### src/verilog/mmap_pkg.sv
// constants, types and decode windows for the system memory map decoder
package mmap_pkg;

  localparam logic [31:0] FLASH_BASE      = 32'h0000_0000;
  localparam logic [31:0] FLASH_LAST      = 32'h0003_FFFF;
  localparam logic [31:0] CODE_LAST       = 32'h1FFF_FFFF;
  localparam logic [31:0] RESET_VECTOR    = 32'h0000_0000;
  localparam logic [31:0] SRAM_BASE       = 32'h2000_0000;
  localparam logic [31:0] SRAM_LAST       = 32'h2001_7FFF;
  localparam logic [31:0] SRAM_ALIAS_BASE = 32'h2200_0000;
  localparam logic [31:0] SRAM_ALIAS_LAST = 32'h23FF_FFFF;
  localparam logic [31:0] PERI_BASE       = 32'h4000_0000;
  localparam logic [31:0] APB_LAST        = 32'h400F_FFFF;
  localparam logic [31:0] PERI_ALIAS_BASE = 32'h4200_0000;
  localparam logic [31:0] PERI_ALIAS_LAST = 32'h43FF_FFFF;
  localparam logic [31:0] PPB_BASE        = 32'hE000_0000;
  localparam logic [31:0] PPB_LAST        = 32'hE00F_FFFF;
  localparam logic [31:0] APB_OFFSET_MASK = 32'h000F_FFFF;
  localparam logic [1:0]  SIZE_BYTE       = 2'h0;
  localparam logic [1:0]  SIZE_HALF       = 2'h1;
  localparam logic [1:0]  SIZE_WORD       = 2'h2;

  typedef enum logic [2:0] {
    ST_IDLE = 3'h0,
    ST_LOOK = 3'h1,
    ST_FILL = 3'h2,
    ST_ACC  = 3'h3,
    ST_RMW  = 3'h4,
    ST_RESP = 3'h5
  } state_t;

  typedef enum logic [1:0] {
    T_SRAM = 2'h0,
    T_APB  = 2'h1,
    T_PPB  = 2'h2
  } target_t;

  typedef struct packed {
    logic        valid;
    logic [31:0] addr;
    logic [1:0]  size;
    logic        write;
    logic [31:0] wdata;
    logic        priv;
    logic        debug;
    logic        fetch;
  } req_t;

  typedef struct packed {
    logic        ready;
    logic        err;
    logic [31:0] rdata;
  } rsp_t;

  typedef struct packed {
    logic        valid;
    logic [31:0] addr;
    logic [1:0]  size;
    logic        write;
    logic [31:0] wdata;
  } slv_req_t;

  typedef struct packed {
    logic        ready;
    logic        hit;
    logic [31:0] rdata;
  } cache_rsp_t;

  typedef struct packed {
    target_t     tgt;
    logic        err;
    logic        bitband;
    logic [31:0] addr;
    logic [4:0]  bitpos;
  } dec_t;

endpackage

### src/verilog/memory_map_bitband_decoder.sv
// system address decoder with bit-band alias translation and peripheral bridge routing
`timescale 1ns/1ps
`default_nettype none
module memory_map_bitband_decoder (
  input  wire logic                 CLOCK_IN,
  input  wire logic                 RESET_N_IN,
  input  wire mmap_pkg::req_t       IFETCH_REQ_IN,
  output mmap_pkg::rsp_t            IFETCH_RSP_OUT,
  input  wire mmap_pkg::req_t       DFETCH_REQ_IN,
  output mmap_pkg::rsp_t            DFETCH_RSP_OUT,
  input  wire mmap_pkg::req_t       SYS_REQ_IN,
  output mmap_pkg::rsp_t            SYS_RSP_OUT,
  input  wire mmap_pkg::req_t       DMA_REQ_IN,
  output mmap_pkg::rsp_t            DMA_RSP_OUT,
  output mmap_pkg::slv_req_t        CACHE_REQ_OUT,
  input  wire mmap_pkg::cache_rsp_t CACHE_RSP_IN,
  output mmap_pkg::slv_req_t        CACHE_FILL_OUT,
  output mmap_pkg::slv_req_t        FLASH_I_REQ_OUT,
  input  wire mmap_pkg::rsp_t       FLASH_I_RSP_IN,
  output mmap_pkg::slv_req_t        FLASH_D_REQ_OUT,
  input  wire mmap_pkg::rsp_t       FLASH_D_RSP_IN,
  output mmap_pkg::slv_req_t        SRAM_REQ_OUT,
  input  wire mmap_pkg::rsp_t       SRAM_RSP_IN,
  output mmap_pkg::slv_req_t        APB_REQ_OUT,
  input  wire mmap_pkg::rsp_t       APB_RSP_IN,
  output mmap_pkg::slv_req_t        PPB_REQ_OUT,
  input  wire mmap_pkg::rsp_t       PPB_RSP_IN
);

  // ==========================================================================
  // helpers
  function automatic logic in_rng(input logic [31:0] a, input logic [31:0] lo, input logic [31:0] hi);
    in_rng = (a >= lo) && (a <= hi);
  endfunction

  function automatic logic is_flash(input logic [31:0] a);
    is_flash = in_rng(a, mmap_pkg::FLASH_BASE, mmap_pkg::FLASH_LAST);
  endfunction

  function automatic logic [31:0] alias_word(input logic [31:0] base, input logic [31:0] a);
    alias_word = base + {12'h000, a[24:7], 2'h0};
  endfunction

  // system-side decode shared by core system port and dma
  function automatic mmap_pkg::dec_t decode_sys(input mmap_pkg::req_t r, input logic core);
    mmap_pkg::dec_t d;
    logic [31:0]    p;
    d        = '0;
    d.tgt    = mmap_pkg::T_SRAM;
    d.err    = 1'b1;
    d.addr   = r.addr;
    d.bitpos = r.addr[6:2];
    p        = '0;
    if (in_rng(r.addr, mmap_pkg::SRAM_BASE, mmap_pkg::SRAM_LAST)) begin
      d.err = 1'b0;
    end else if (in_rng(r.addr, mmap_pkg::SRAM_ALIAS_BASE, mmap_pkg::SRAM_ALIAS_LAST)) begin
      p = alias_word(mmap_pkg::SRAM_BASE, r.addr);
      if (core && p <= mmap_pkg::SRAM_LAST) begin
        d.err     = 1'b0;
        d.bitband = 1'b1;
        d.addr    = p;
      end
    end else if (in_rng(r.addr, mmap_pkg::PERI_BASE, mmap_pkg::APB_LAST)) begin
      if (r.size == mmap_pkg::SIZE_WORD && r.addr[1:0] == 2'h0) begin
        d.err  = 1'b0;
        d.tgt  = mmap_pkg::T_APB;
        d.addr = mmap_pkg::PERI_BASE + (r.addr & mmap_pkg::APB_OFFSET_MASK);
      end
    end else if (in_rng(r.addr, mmap_pkg::PERI_ALIAS_BASE, mmap_pkg::PERI_ALIAS_LAST)) begin
      if (core) begin
        d.err     = 1'b0;
        d.bitband = 1'b1;
        d.tgt     = mmap_pkg::T_APB;
        d.addr    = alias_word(mmap_pkg::PERI_BASE, r.addr);
      end
    end else if (in_rng(r.addr, mmap_pkg::PPB_BASE, mmap_pkg::PPB_LAST)) begin
      if (core && (r.priv || r.debug)) begin
        d.err = 1'b0;
        d.tgt = mmap_pkg::T_PPB;
      end
    end
    decode_sys = d;
  endfunction

  function automatic mmap_pkg::slv_req_t route(input mmap_pkg::slv_req_t q, input logic sel);
    route       = q;
    route.valid = q.valid && sel;
  endfunction

  // ==========================================================================
  // instruction fetch path: cache lookup, flash fill on miss
  mmap_pkg::state_t   i_st_q, i_st_d;
  logic [31:0]        i_addr_q, i_addr_d;
  logic               i_err_q, i_err_d;
  logic [31:0]        i_rdata_q, i_rdata_d;
  mmap_pkg::slv_req_t fill_q, fill_d;

  always_comb begin
    i_st_d    = i_st_q;
    i_addr_d  = i_addr_q;
    i_err_d   = i_err_q;
    i_rdata_d = i_rdata_q;
    fill_d    = '0;
    case (i_st_q)
      mmap_pkg::ST_IDLE: begin
        if (IFETCH_REQ_IN.valid) begin
          i_addr_d = IFETCH_REQ_IN.addr;
          if (is_flash(IFETCH_REQ_IN.addr)) begin
            i_st_d = mmap_pkg::ST_LOOK;
          end else begin
            i_err_d   = 1'b1;
            i_rdata_d = '0;
            i_st_d    = mmap_pkg::ST_RESP;
          end
        end
      end
      mmap_pkg::ST_LOOK: begin
        if (CACHE_RSP_IN.ready) begin
          if (CACHE_RSP_IN.hit) begin
            i_err_d   = 1'b0;
            i_rdata_d = CACHE_RSP_IN.rdata;
            i_st_d    = mmap_pkg::ST_RESP;
          end else begin
            i_st_d = mmap_pkg::ST_FILL;
          end
        end
      end
      mmap_pkg::ST_FILL: begin
        if (FLASH_I_RSP_IN.ready) begin
          i_err_d      = FLASH_I_RSP_IN.err;
          i_rdata_d    = FLASH_I_RSP_IN.rdata;
          fill_d.valid = !FLASH_I_RSP_IN.err;
          fill_d.addr  = i_addr_q;
          fill_d.size  = mmap_pkg::SIZE_WORD;
          fill_d.write = 1'b1;
          fill_d.wdata = FLASH_I_RSP_IN.rdata;
          i_st_d       = mmap_pkg::ST_RESP;
        end
      end
      mmap_pkg::ST_RESP: i_st_d = mmap_pkg::ST_IDLE;
      default:           i_st_d = mmap_pkg::ST_IDLE;
    endcase
  end

  always_ff @(posedge CLOCK_IN) begin
    if (!RESET_N_IN) begin
      i_st_q    <= mmap_pkg::ST_IDLE;
      i_addr_q  <= mmap_pkg::RESET_VECTOR;
      i_err_q   <= 1'b0;
      i_rdata_q <= '0;
      fill_q    <= '0;
    end else begin
      i_st_q    <= i_st_d;
      i_addr_q  <= i_addr_d;
      i_err_q   <= i_err_d;
      i_rdata_q <= i_rdata_d;
      fill_q    <= fill_d;
    end
  end

  // ==========================================================================
  // data fetch path into code space
  mmap_pkg::state_t   d_st_q, d_st_d;
  mmap_pkg::slv_req_t d_req_q, d_req_d;
  logic               d_err_q, d_err_d;
  logic [31:0]        d_rdata_q, d_rdata_d;

  always_comb begin
    d_st_d    = d_st_q;
    d_req_d   = d_req_q;
    d_err_d   = d_err_q;
    d_rdata_d = d_rdata_q;
    case (d_st_q)
      mmap_pkg::ST_IDLE: begin
        if (DFETCH_REQ_IN.valid) begin
          if (is_flash(DFETCH_REQ_IN.addr)) begin
            d_req_d = '{1'b1, DFETCH_REQ_IN.addr, DFETCH_REQ_IN.size, DFETCH_REQ_IN.write, DFETCH_REQ_IN.wdata};
            d_st_d  = mmap_pkg::ST_ACC;
          end else begin
            d_err_d   = 1'b1;
            d_rdata_d = '0;
            d_st_d    = mmap_pkg::ST_RESP;
          end
        end
      end
      mmap_pkg::ST_ACC: begin
        if (FLASH_D_RSP_IN.ready) begin
          d_req_d.valid = 1'b0;
          d_err_d       = FLASH_D_RSP_IN.err;
          d_rdata_d     = FLASH_D_RSP_IN.rdata;
          d_st_d        = mmap_pkg::ST_RESP;
        end
      end
      mmap_pkg::ST_RESP: d_st_d = mmap_pkg::ST_IDLE;
      default:           d_st_d = mmap_pkg::ST_IDLE;
    endcase
  end

  always_ff @(posedge CLOCK_IN) begin
    if (!RESET_N_IN) begin
      d_st_q    <= mmap_pkg::ST_IDLE;
      d_req_q   <= '0;
      d_err_q   <= 1'b0;
      d_rdata_q <= '0;
    end else begin
      d_st_q    <= d_st_d;
      d_req_q   <= d_req_d;
      d_err_q   <= d_err_d;
      d_rdata_q <= d_rdata_d;
    end
  end

  // ==========================================================================
  // system path shared by core system port and dma, core first
  mmap_pkg::state_t   s_st_q, s_st_d;
  mmap_pkg::target_t  tgt_q, tgt_d;
  mmap_pkg::slv_req_t s_req_q, s_req_d;
  logic               gnt_dma_q, gnt_dma_d;
  logic               wr_q, wr_d;
  logic               wbit_q, wbit_d;
  logic [4:0]         bit_q, bit_d;
  logic               s_err_q, s_err_d;
  logic [31:0]        s_rdata_q, s_rdata_d;
  mmap_pkg::rsp_t     s_rsp;
  mmap_pkg::req_t     s_cur;
  mmap_pkg::dec_t     s_dec;

  always_comb begin
    case (tgt_q)
      mmap_pkg::T_APB: s_rsp = APB_RSP_IN;
      mmap_pkg::T_PPB: s_rsp = PPB_RSP_IN;
      default:         s_rsp = SRAM_RSP_IN;
    endcase
  end

  always_comb begin
    s_st_d    = s_st_q;
    tgt_d     = tgt_q;
    s_req_d   = s_req_q;
    gnt_dma_d = gnt_dma_q;
    wr_d      = wr_q;
    wbit_d    = wbit_q;
    bit_d     = bit_q;
    s_err_d   = s_err_q;
    s_rdata_d = s_rdata_q;
    s_cur     = SYS_REQ_IN.valid ? SYS_REQ_IN : DMA_REQ_IN;
    s_dec     = decode_sys(s_cur, SYS_REQ_IN.valid);
    case (s_st_q)
      mmap_pkg::ST_IDLE: begin
        if (SYS_REQ_IN.valid || DMA_REQ_IN.valid) begin
          gnt_dma_d = !SYS_REQ_IN.valid;
          tgt_d     = s_dec.tgt;
          bit_d     = s_dec.bitpos;
          wr_d      = s_cur.write;
          wbit_d    = s_cur.wdata[0];
          if (s_dec.err) begin
            s_err_d   = 1'b1;
            s_rdata_d = '0;
            s_st_d    = mmap_pkg::ST_RESP;
          end else begin
            s_req_d.valid = 1'b1;
            s_req_d.addr  = s_dec.addr;
            s_req_d.write = s_cur.write && !s_dec.bitband;
            s_req_d.size  = s_dec.bitband ? mmap_pkg::SIZE_WORD : s_cur.size;
            s_req_d.wdata = s_cur.wdata;
            s_st_d        = s_dec.bitband ? mmap_pkg::ST_RMW : mmap_pkg::ST_ACC;
          end
        end
      end
      mmap_pkg::ST_ACC: begin
        if (s_rsp.ready) begin
          s_req_d.valid = 1'b0;
          s_err_d       = s_rsp.err;
          s_rdata_d     = wr_q ? 32'h0000_0000 : s_rsp.rdata;
          s_st_d        = mmap_pkg::ST_RESP;
        end
      end
      mmap_pkg::ST_RMW: begin
        if (s_rsp.ready) begin
          if (s_rsp.err || !wr_q) begin
            s_req_d.valid = 1'b0;
            s_err_d       = s_rsp.err;
            s_rdata_d     = {31'h0000_0000, s_rsp.rdata[bit_q]};
            s_st_d        = mmap_pkg::ST_RESP;
          end else begin
            s_req_d.write    = 1'b1;
            s_req_d.wdata    = s_rsp.rdata;
            s_req_d.wdata[bit_q] = wbit_q;
            s_st_d           = mmap_pkg::ST_ACC;
          end
        end
      end
      mmap_pkg::ST_RESP: s_st_d = mmap_pkg::ST_IDLE;
      default:           s_st_d = mmap_pkg::ST_IDLE;
    endcase
  end

  always_ff @(posedge CLOCK_IN) begin
    if (!RESET_N_IN) begin
      s_st_q    <= mmap_pkg::ST_IDLE;
      tgt_q     <= mmap_pkg::T_SRAM;
      s_req_q   <= '0;
      gnt_dma_q <= 1'b0;
      wr_q      <= 1'b0;
      wbit_q    <= 1'b0;
      bit_q     <= 5'h00;
      s_err_q   <= 1'b0;
      s_rdata_q <= '0;
    end else begin
      s_st_q    <= s_st_d;
      tgt_q     <= tgt_d;
      s_req_q   <= s_req_d;
      gnt_dma_q <= gnt_dma_d;
      wr_q      <= wr_d;
      wbit_q    <= wbit_d;
      bit_q     <= bit_d;
      s_err_q   <= s_err_d;
      s_rdata_q <= s_rdata_d;
    end
  end

  // ==========================================================================
  // outputs
  assign IFETCH_RSP_OUT  = '{i_st_q == mmap_pkg::ST_RESP, i_err_q, i_rdata_q};
  assign DFETCH_RSP_OUT  = '{d_st_q == mmap_pkg::ST_RESP, d_err_q, d_rdata_q};
  assign SYS_RSP_OUT     = '{s_st_q == mmap_pkg::ST_RESP && !gnt_dma_q, s_err_q, s_rdata_q};
  assign DMA_RSP_OUT     = '{s_st_q == mmap_pkg::ST_RESP && gnt_dma_q, s_err_q, s_rdata_q};
  assign CACHE_REQ_OUT   = '{i_st_q == mmap_pkg::ST_LOOK, i_addr_q, mmap_pkg::SIZE_WORD, 1'b0, 32'h0000_0000};
  assign CACHE_FILL_OUT  = fill_q;
  assign FLASH_I_REQ_OUT = '{i_st_q == mmap_pkg::ST_FILL, i_addr_q, mmap_pkg::SIZE_WORD, 1'b0, 32'h0000_0000};
  assign FLASH_D_REQ_OUT = d_req_q;
  assign SRAM_REQ_OUT    = route(s_req_q, tgt_q == mmap_pkg::T_SRAM);
  assign APB_REQ_OUT     = route(s_req_q, tgt_q == mmap_pkg::T_APB);
  assign PPB_REQ_OUT     = route(s_req_q, tgt_q == mmap_pkg::T_PPB);

  // ==========================================================================
  // checks
  a_dma_alias_err: assert property (@(posedge CLOCK_IN) disable iff (!RESET_N_IN)
    s_st_q == mmap_pkg::ST_IDLE && !SYS_REQ_IN.valid && DMA_REQ_IN.valid
    && in_rng(DMA_REQ_IN.addr, mmap_pkg::SRAM_ALIAS_BASE, mmap_pkg::SRAM_ALIAS_LAST)
    |=> !SRAM_REQ_OUT.valid && DMA_RSP_OUT.ready && DMA_RSP_OUT.err)
    else $error("dma alias access not refused");
  a_peri_alias_dma: assert property (@(posedge CLOCK_IN) disable iff (!RESET_N_IN)
    s_st_q == mmap_pkg::ST_IDLE && !SYS_REQ_IN.valid && DMA_REQ_IN.valid
    && in_rng(DMA_REQ_IN.addr, mmap_pkg::PERI_ALIAS_BASE, mmap_pkg::PERI_ALIAS_LAST)
    |=> DMA_RSP_OUT.err && !APB_REQ_OUT.valid)
    else $error("dma peripheral alias not refused");
  a_apb_narrow_err: assert property (@(posedge CLOCK_IN) disable iff (!RESET_N_IN)
    s_st_q == mmap_pkg::ST_IDLE && SYS_REQ_IN.valid && SYS_REQ_IN.size != mmap_pkg::SIZE_WORD
    && in_rng(SYS_REQ_IN.addr, mmap_pkg::PERI_BASE, mmap_pkg::APB_LAST)
    |=> SYS_RSP_OUT.ready && SYS_RSP_OUT.err ##1 !APB_REQ_OUT.valid)
    else $error("narrow bridge access not refused");
  a_ppb_unpriv: assert property (@(posedge CLOCK_IN) disable iff (!RESET_N_IN)
    s_st_q == mmap_pkg::ST_IDLE && SYS_REQ_IN.valid && !SYS_REQ_IN.priv && !SYS_REQ_IN.debug
    && in_rng(SYS_REQ_IN.addr, mmap_pkg::PPB_BASE, mmap_pkg::PPB_LAST)
    |=> SYS_RSP_OUT.err && !PPB_REQ_OUT.valid)
    else $error("unprivileged private access not refused");
  a_ppb_dma_block: assert property (@(posedge CLOCK_IN) disable iff (!RESET_N_IN)
    PPB_REQ_OUT.valid |-> !gnt_dma_q)
    else $error("dma reached private area");
  a_code_hole_err: assert property (@(posedge CLOCK_IN) disable iff (!RESET_N_IN)
    i_st_q == mmap_pkg::ST_IDLE && IFETCH_REQ_IN.valid && !is_flash(IFETCH_REQ_IN.addr)
    |=> IFETCH_RSP_OUT.ready && IFETCH_RSP_OUT.err && !CACHE_REQ_OUT.valid)
    else $error("fetch outside flash not refused");
  a_miss_fill: assert property (@(posedge CLOCK_IN) disable iff (!RESET_N_IN)
    CACHE_REQ_OUT.valid && CACHE_RSP_IN.ready && !CACHE_RSP_IN.hit
    |=> FLASH_I_REQ_OUT.valid && FLASH_I_REQ_OUT.addr == $past(i_addr_q))
    else $error("cache miss did not start fill");
  a_bit_set_clr: assert property (@(posedge CLOCK_IN) disable iff (!RESET_N_IN)
    s_st_q == mmap_pkg::ST_RMW && s_rsp.ready && !s_rsp.err && wr_q
    |=> s_req_q.write && s_req_q.wdata[bit_q] == wbit_q && s_st_q == mmap_pkg::ST_ACC)
    else $error("bit-band write value wrong");
  a_bit_read: assert property (@(posedge CLOCK_IN) disable iff (!RESET_N_IN)
    s_st_q == mmap_pkg::ST_RMW && s_rsp.ready && !wr_q
    |=> s_st_q == mmap_pkg::ST_RESP && s_rdata_q[31:1] == 31'h0000_0000)
    else $error("bit-band read not single bit");
  a_apb_address: assert property (@(posedge CLOCK_IN) disable iff (!RESET_N_IN)
    APB_REQ_OUT.valid |-> in_rng(APB_REQ_OUT.addr, mmap_pkg::PERI_BASE, mmap_pkg::APB_LAST))
    else $error("bridge address outside window");

endmodule
`default_nettype wire

### config.mk
export PLATFORM = sky130hd
export DESIGN_NAME = memory_map_bitband_decoder
export DESIGN_NICKNAME = d
export VERILOG_FILES = /design/src/verilog/mmap_pkg.sv /design/src/verilog/memory_map_bitband_decoder.sv
export SDC_FILE = /design/constraint.sdc
export NUM_CORES = 1
export LEC_CHECK = 0
export ABC_AREA = 1
export BUFFER_PORTS_ARGS = -buffer_cell sky130_fd_sc_hd__buf_2
export CAP_MARGIN = 25
export CORE_AREA = 2 2 432 434
export DETAILED_ROUTE_END_ITERATION = 7
export DIE_AREA = 0 0 434 436
export PLACE_DENSITY_LB_ADDON = 0.3
export SYNTH_ARGS = -nofsm -noshare
export SYNTH_HDL_FRONTEND = slang
export SYNTH_SLANG_ARGS = --single-unit
### constraint.sdc
create_clock -name CLOCK_IN -period 2.2 [get_ports CLOCK_IN]
set_input_delay 0.44 -clock CLOCK_IN [delete_from_list [all_inputs] [get_ports CLOCK_IN]]
set_output_delay 0.44 -clock CLOCK_IN [all_outputs]
set_load 0.01 [all_outputs]
### Word-level counts from Yosys, hierarchy flattened

Index checks and enable logic that the tools add are counted.

* register bits after elaboration: 354
* output and inout bits: 612
* logic and storage cells: 215

* add/sub/neg operators: 3
* order comparisons: 17
* equal/unequal tests: 27
* mux-type cells: 88
* bitwise logic cells: 1
* reduce and logical (&&, ||, !) cells: 49

Operators by type and width (number)
* $mux W32: 16
* $mux W68: 4
* $pmux W32 S3: 2
* $mux W33: 4
* $mux W35: 2
* $mux W70: 1
* $mux W34: 2
* $pmux W34 S2: 1
* $pmux W33 S2: 1
* $add A31 B20 Y32 const A: 2
* $ge A32 B1 Y1 const B: 2
* $ge A32 B30 Y1 const B: 2
* $ge A32 B31 Y1 const B: 2
* $le A32 B18 Y1 const B: 2
* $le A32 B30 Y1 const B: 2
* $le A32 B31 Y1 const B: 2
* $pmux W32 S2: 1
* $mux W3: 18
* $bwmux W32: 1
* $ge A32 B32 Y1 const B: 1
* $le A32 B32 Y1 const B: 1
* $add A30 B20 Y31 const A: 1
* $le A31 B30 Y1 const B: 1
* $ne A2 B2 Y1 const B: 13
* other kinds (29): 101

### Logic depth before layout (Yosys ltp)

* depth after elaboration: 14
* mapped depth: 19
* gate-level depth less buffers: 16

### Least setup slack after synthesis

Ideal clock, no wire load.

* path kind: in2reg
* start: input port SYS_REQ_IN[70] (netlist name)
* end: register s_req_q (netlist bit APB_REQ_OUT[15])
* setup time: 0.113 ns
* arrival time: 2.106 ns
* setup slack: -0.019 ns
* cell stages on the path: 18
* path buffers: 4
* cells stage by stage: buf_6 buf_6 nand2_1 inv_2 nor2_2 nand2_1 nor2_1 nand2_1 nor2_1 nand2_2 nand3_4 o21ai_2 nand2_1 nand2_1 buf_6 buf_4 nor2_1 nor2_1

* longest elaborated chain between the ends: 11
* elaborated cells on any way between the ends: 40
* classes of those cells: add/sub: 1; order compare: 11; eq/ne: 3; mux: 13; reduce/logical: 12

RTL lines
* start, declared: RTL line memory_map_bitband_decoder.sv:11 `input wire mmap_pkg::req_t SYS_REQ_IN,`
* branches (longest 11 deep; another with $add A30 B20 Y31)
* end signal, assigned: RTL line memory_map_bitband_decoder.sv:312 `s_req_q <= s_req_d;`
* end, declared: RTL line memory_map_bitband_decoder.sv:217 `mmap_pkg::slv_req_t s_req_q, s_req_d;`

Several ways; the timed one is not identified. The select of a mux whose other input is x is not followed.
A chain may end at the register's enable or synchronous reset.

### Worst setup path in the final report

* start: register tgt_q[0]
* end: register s_rdata_q[30]

* longest elaborated chain between the ends: 5
* elaborated cells on any way between the ends: 11
* classes of those cells: eq/ne: 5; mux: 4; reduce/logical: 2

RTL lines
* start, declared: RTL line memory_map_bitband_decoder.sv:216 `mmap_pkg::target_t tgt_q, tgt_d;`
* start signal, assigned: RTL line memory_map_bitband_decoder.sv:301 `tgt_q <= mmap_pkg::T_SRAM;`
* start signal, assigned: RTL line memory_map_bitband_decoder.sv:311 `tgt_q <= tgt_d;`
* $eq A2 B2 Y1 or $eq A2 B1 Y1 (tied branches): RTL line memory_map_bitband_decoder.sv:229 `case (tgt_q)`
* $pmux W34 S2 *: RTL line memory_map_bitband_decoder.sv:229
* $mux W32 or $logic_or A1 B1 Y1 (tied branches): RTL line memory_map_bitband_decoder.sv:274, memory_map_bitband_decoder.sv:280
* $mux W32 or $ne A2 B2 Y1 (tied branches)
* $pmux W32 S3 or $reduce_and A6 Y1 (tied branches)
* end signal, assigned: RTL line memory_map_bitband_decoder.sv:318 `s_rdata_q <= s_rdata_d;`
* end, declared: RTL line memory_map_bitband_decoder.sv:223 `logic [31:0] s_rdata_q, s_rdata_d;`

Mark *: on every way between the ends. The rest lies on a longest branch, timed or not. The select of a mux whose other input is x is not followed.

==> run_results.csv <==
group,metric,value,unit
status,status,"complete, but fails checks",
status,violations,"setup timing",
detailed_routing,antenna_left,0,
detailed_routing,drt_iter0_drc,1461,
final_layout,drive_above_1_share,41.4,%
timing,fin_crit_sh,108,%
global_routing,grt_use_met1,17.5,%
timing,rsz0062_at_grt,"true",
detailed_routing,vias,21800,
power,switchingPower,10.6,mW
yosys,yosys_most_used_dff,"dfxtp_1",
detailed_routing,vias_per_cell,3.52,
clocking,cts_tree,"done",
place,portBuffers,985,
timing,skew,0.0438,ns
setup_path,slowest_stage,"dfxtp_2",
detailed_routing,route.detailed.drc,0,
power,switching_share,38.6,%
setup_path,arrival,2.87,ns
power,p_leak,14.7,nW
timing,slew_viol_final,0,
global_routing,globalRouteOverflowTotal,0,
setup_path,timing.rr.end,"s_rdata_q[30]",
die,core,185000,um2
die,die_h,436,um
global_routing,grt_max_degree,110,
yosys,ys_seq_area_share,38.0,%
final_layout,post-route-util,16.4,%
timing,slew_headroom,48.1,%
place,place_hpwl,113000,um
yosys,syn-cell-area,18600,um2
setup_path,cp-startpoint,"tgt_q[0]",
clocking,numClockSinks,352,
power,seq_power_share,28.0,%
place,gp_congestion,0.873,
setup_path,ff2ff_path_depth,13,
global_routing,use_met3,5.91,%
power,share_comb_of_total_power,38.8,%
yosys,synth.most_common_cell,"nand2_1",
die,fp.dieArea,189000,um2
setup_path,cp-end-kind,"register",
global_routing,grt_pass1_wl,179000,um
detailed_routing,wire_per_inst,22.2,um
global_routing,grt_usage,13.8,%
setup_path,regToRegSetupSlack,-0.18,ns
setup_path,timing.rr.start,"tgt_q[0]",
global_routing,busiest_layer,"met2",
yosys,yosys_warnings,0,
yosys,async_flop_share,0,%
power,clockPowerShare,33.2,%
global_routing,antenna_found_initial,99,
clocking,path_clk_slew,0.06,ns
global_routing,grt_pass1_vias,20500,
clocking,clk_latency,0.66,ns
setup_path,worstPathMaxFanout,8,
detailed_routing,drt_wl_total,138000,um
yosys,synthTopCellsByArea,"dfxtp_1 38%, buf_4 14%, nand2_1 12%",
clocking,numCtsBuffers,48,
power,p_int,16.8,mW
die,die_x,434,um
timing,hold_viol,0,
timing,setup_violations,66,
power,p_per_area,909,nW/um2
timing,fmax,0.421,GHz
clocking,cts-root-buf,"clkbuf_16",
setup_path,crit_end,"s_rdata_q[30]",
yosys,synth_edf_count,0,
clocking,cts.htree.levels,2,
final_layout,fillers,21300,
power,ir_drop,559,uV
timing,setup_ws,-0.175,ns
hold_path,hp-class,"input pin to register",
timing,fin_crit,2.38,ns
setup_path,cpPeakStageDelay,0.33,ns
yosys,synth_seq_cells,352,
setup_path,worstPathRequired,2.70,ns
global_routing,globalRouteMet2Util,21.7,%
die,row_count,158,
die,num_io_pins,1102,
clocking,clockBufferDepth,3,
yosys,yosysTopAreaCell,"dfxtp_1",
run,maxCapViolCount,0,
place,post-place-ws,-0.629,ns
timing,worst_pin_slew,0.778,ns
yosys,synth_cell_type_count,44,
final_layout,area_growth,62.7,%
setup_path,worst-setup-path-type,"register to register",
setup_path,start_kind,"register",
yosys,synth_top_area_share,38.0,%
final_layout,nets,4165,
detailed_routing,first_pass_iters,6,
setup_path,cp_cell_sequence,"inv_2 -> ha_4 -> buf_6 -> nor2_1 -> a31oi_2 -> or2_4 -> o21ai_2 -> buf_4 -> nor2_4 -> nand3_4 -> clkbuf_16 -> nand2_1 -> a21oi_1",
yosys,synth_common_cells,"571 x nand2_1, 396 x nor2_1, 352 x dfxtp_1, 345 x buf_4, 237 x o21ai_0",
yosys,postSynthCellCount,2694,
yosys,syn_avg_cell_area,6.89,um2
timing,setup_tns,-8.06,ns
power,finalPower,27.5,mW
die,initial_utilization,10.1,%
-- cells in the final DEF (no fill, tap or decap), types with 6 or more instances in the layout --
cell	count
nor3b_1	15
clkbuf_16	54
o21ai_0	190
nor2_4	33
buf_12	32
conb_1	71
buf_2	981
o21ai_1	41
clkbuf_8	6
nor3_1	10
o211ai_1	30
o311ai_0	7
a21oi_2	8
a221oi_2	16
clkinv_2	6
a21oi_1	129
buf_4	225
inv_2	9
nand2_1	517
dfxtp_2	8
nand2_4	12
o21ai_2	11
buf_6	12
o211a_1	8
dlygate4sd3_1	85
bufinv_16	11
dfxtp_1	344
nor2_1	356
a221oi_1	15
nor2_2	10
diode_2	15
nand4_1	43
nand2_2	44
clkbuf_1	8
nand3_2	7
inv_1	185
nand3_1	88
buf_16	10
-- area by class of cell --
type | count | area [um2] | area share, %
Antenna cell | 15 | 37.5 | 0.124
Clock buffer | 63 | 1340 | 4.43
Clock inverter | 26 | 462 | 1.53
Inverter | 196 | 746 | 2.47
Multi-Input combinational cell | 1716 | 8640 | 28.6
Sequential cell | 352 | 7060 | 23.4
Tap cell | 2480 | 3100 | 10.3
Timing Repair Buffer | 1358 | 8810 | 29.2
-- worst max-delay path, delay by kind of cell, from the launching register on --
kind,cells,cell delay [ns]
AO/OA/AOI/OAI,3,0.34
flip-flops,1,0.33
buffers and inverters,4,0.60
AND/OR/NAND/NOR,5,0.67
adder cells (fa/ha/maj),1,0.29
-- cells by family (layout without fill, tap and decap cells) --
logic type	count (synthesis)	after routing	synth area share, %
AND/OR/NAND/NOR	1158	1158	25.5
buffers and inverters	695	1643	21.4
AO/OA/AOI/OAI	482	482	14.8
flip-flops	352	352	38.0
adder cells (fa/ha/maj)	3	3	0.202
other	2	86	0.0405
multiplexers	2	2	0.108
-- worst min path at each step --
stage | start | end | slack (ns) | cells past startpoint
6_report | CACHE_RSP_IN[24] | i_rdata_q[24] | 0.06 | 3
5_1_grt | CACHE_RSP_IN[27] | i_rdata_q[27] | 0.03 | 3
4_1_cts | FLASH_I_RSP_IN[2] | CACHE_FILL_OUT[2] | 0.0009 | 3
3_5_place_dp | APB_REQ_OUT[58] | APB_REQ_OUT[58] | 0.45 | 2
3_3_place_gp | d_rdata_q[19] | d_rdata_q[19] | 0.45 | 2
2_1_floorplan | wr_q | wr_q | 0.44 | 2
-- power groups by stage --
stage               clock network [mW]  logic, mW  registers, mW
finish                            9.12       10.7           7.67
global route                      9.61       11.5           7.75
CTS                               9.41       10.2           7.69
detailed placement                   0       8.99           7.79
global placement                     0       9.02           7.79
floorplan                            0       4.54           7.66
-- sequential cells by signal, summed over array words and instances, names as in the netlist --
signal / cells
CACHE_FILL_OUT: 66
i_st_q: 3
s_req_q: 1
i_rdata_q: 32
APB_REQ_OUT: 67
gnt_dma_q: 1
s_err_q: 1
wr_q: 1
tgt_q: 2
FLASH_D_REQ_OUT: 68
i_addr_q: 32
d_err_q: 1
s_st_q: 3
wbit_q: 1
i_err_q: 1
d_rdata_q: 32
d_st_q: 3
bit_q: 5
s_rdata_q: 32
-- per-stage QoR --
step           hold WS (ns)  area (um2)  instances
6_report             0.0558       30200       6206
5_1_grt              0.0273       30200       6198
4_1_cts            0.000883       29800       6185
3_5_place_dp          0.452       25900       5977
3_3_place_gp          0.450       25900       5977
2_1_floorplan         0.442       18800       2763
-- routing by layer --
| layer | wire length [um] | up-vias |
|---|---|---|
| li1 | - | 10300 |
| met1 | 57700 | 10400 |
| met2 | 61800 | 912 |
| met3 | 15600 | 198 |
| met4 | 2430 | 56 |
| met5 | 340 | - |
-- repair_timing --
| item | CTS | global route |
|---|---|---|
| hold buffers | 85 | 0 |
| setup endpoints to repair | 84 | 130 |
| endpoints found under the hold margin | 85 | 0 |
| pin swaps | 60 | 28 |
| gates resized for setup | 220 | 82 |
| cloned | 13 | 5 |
| setup buffers | 21 | 3 |
(Power assumes the default switching activity.)
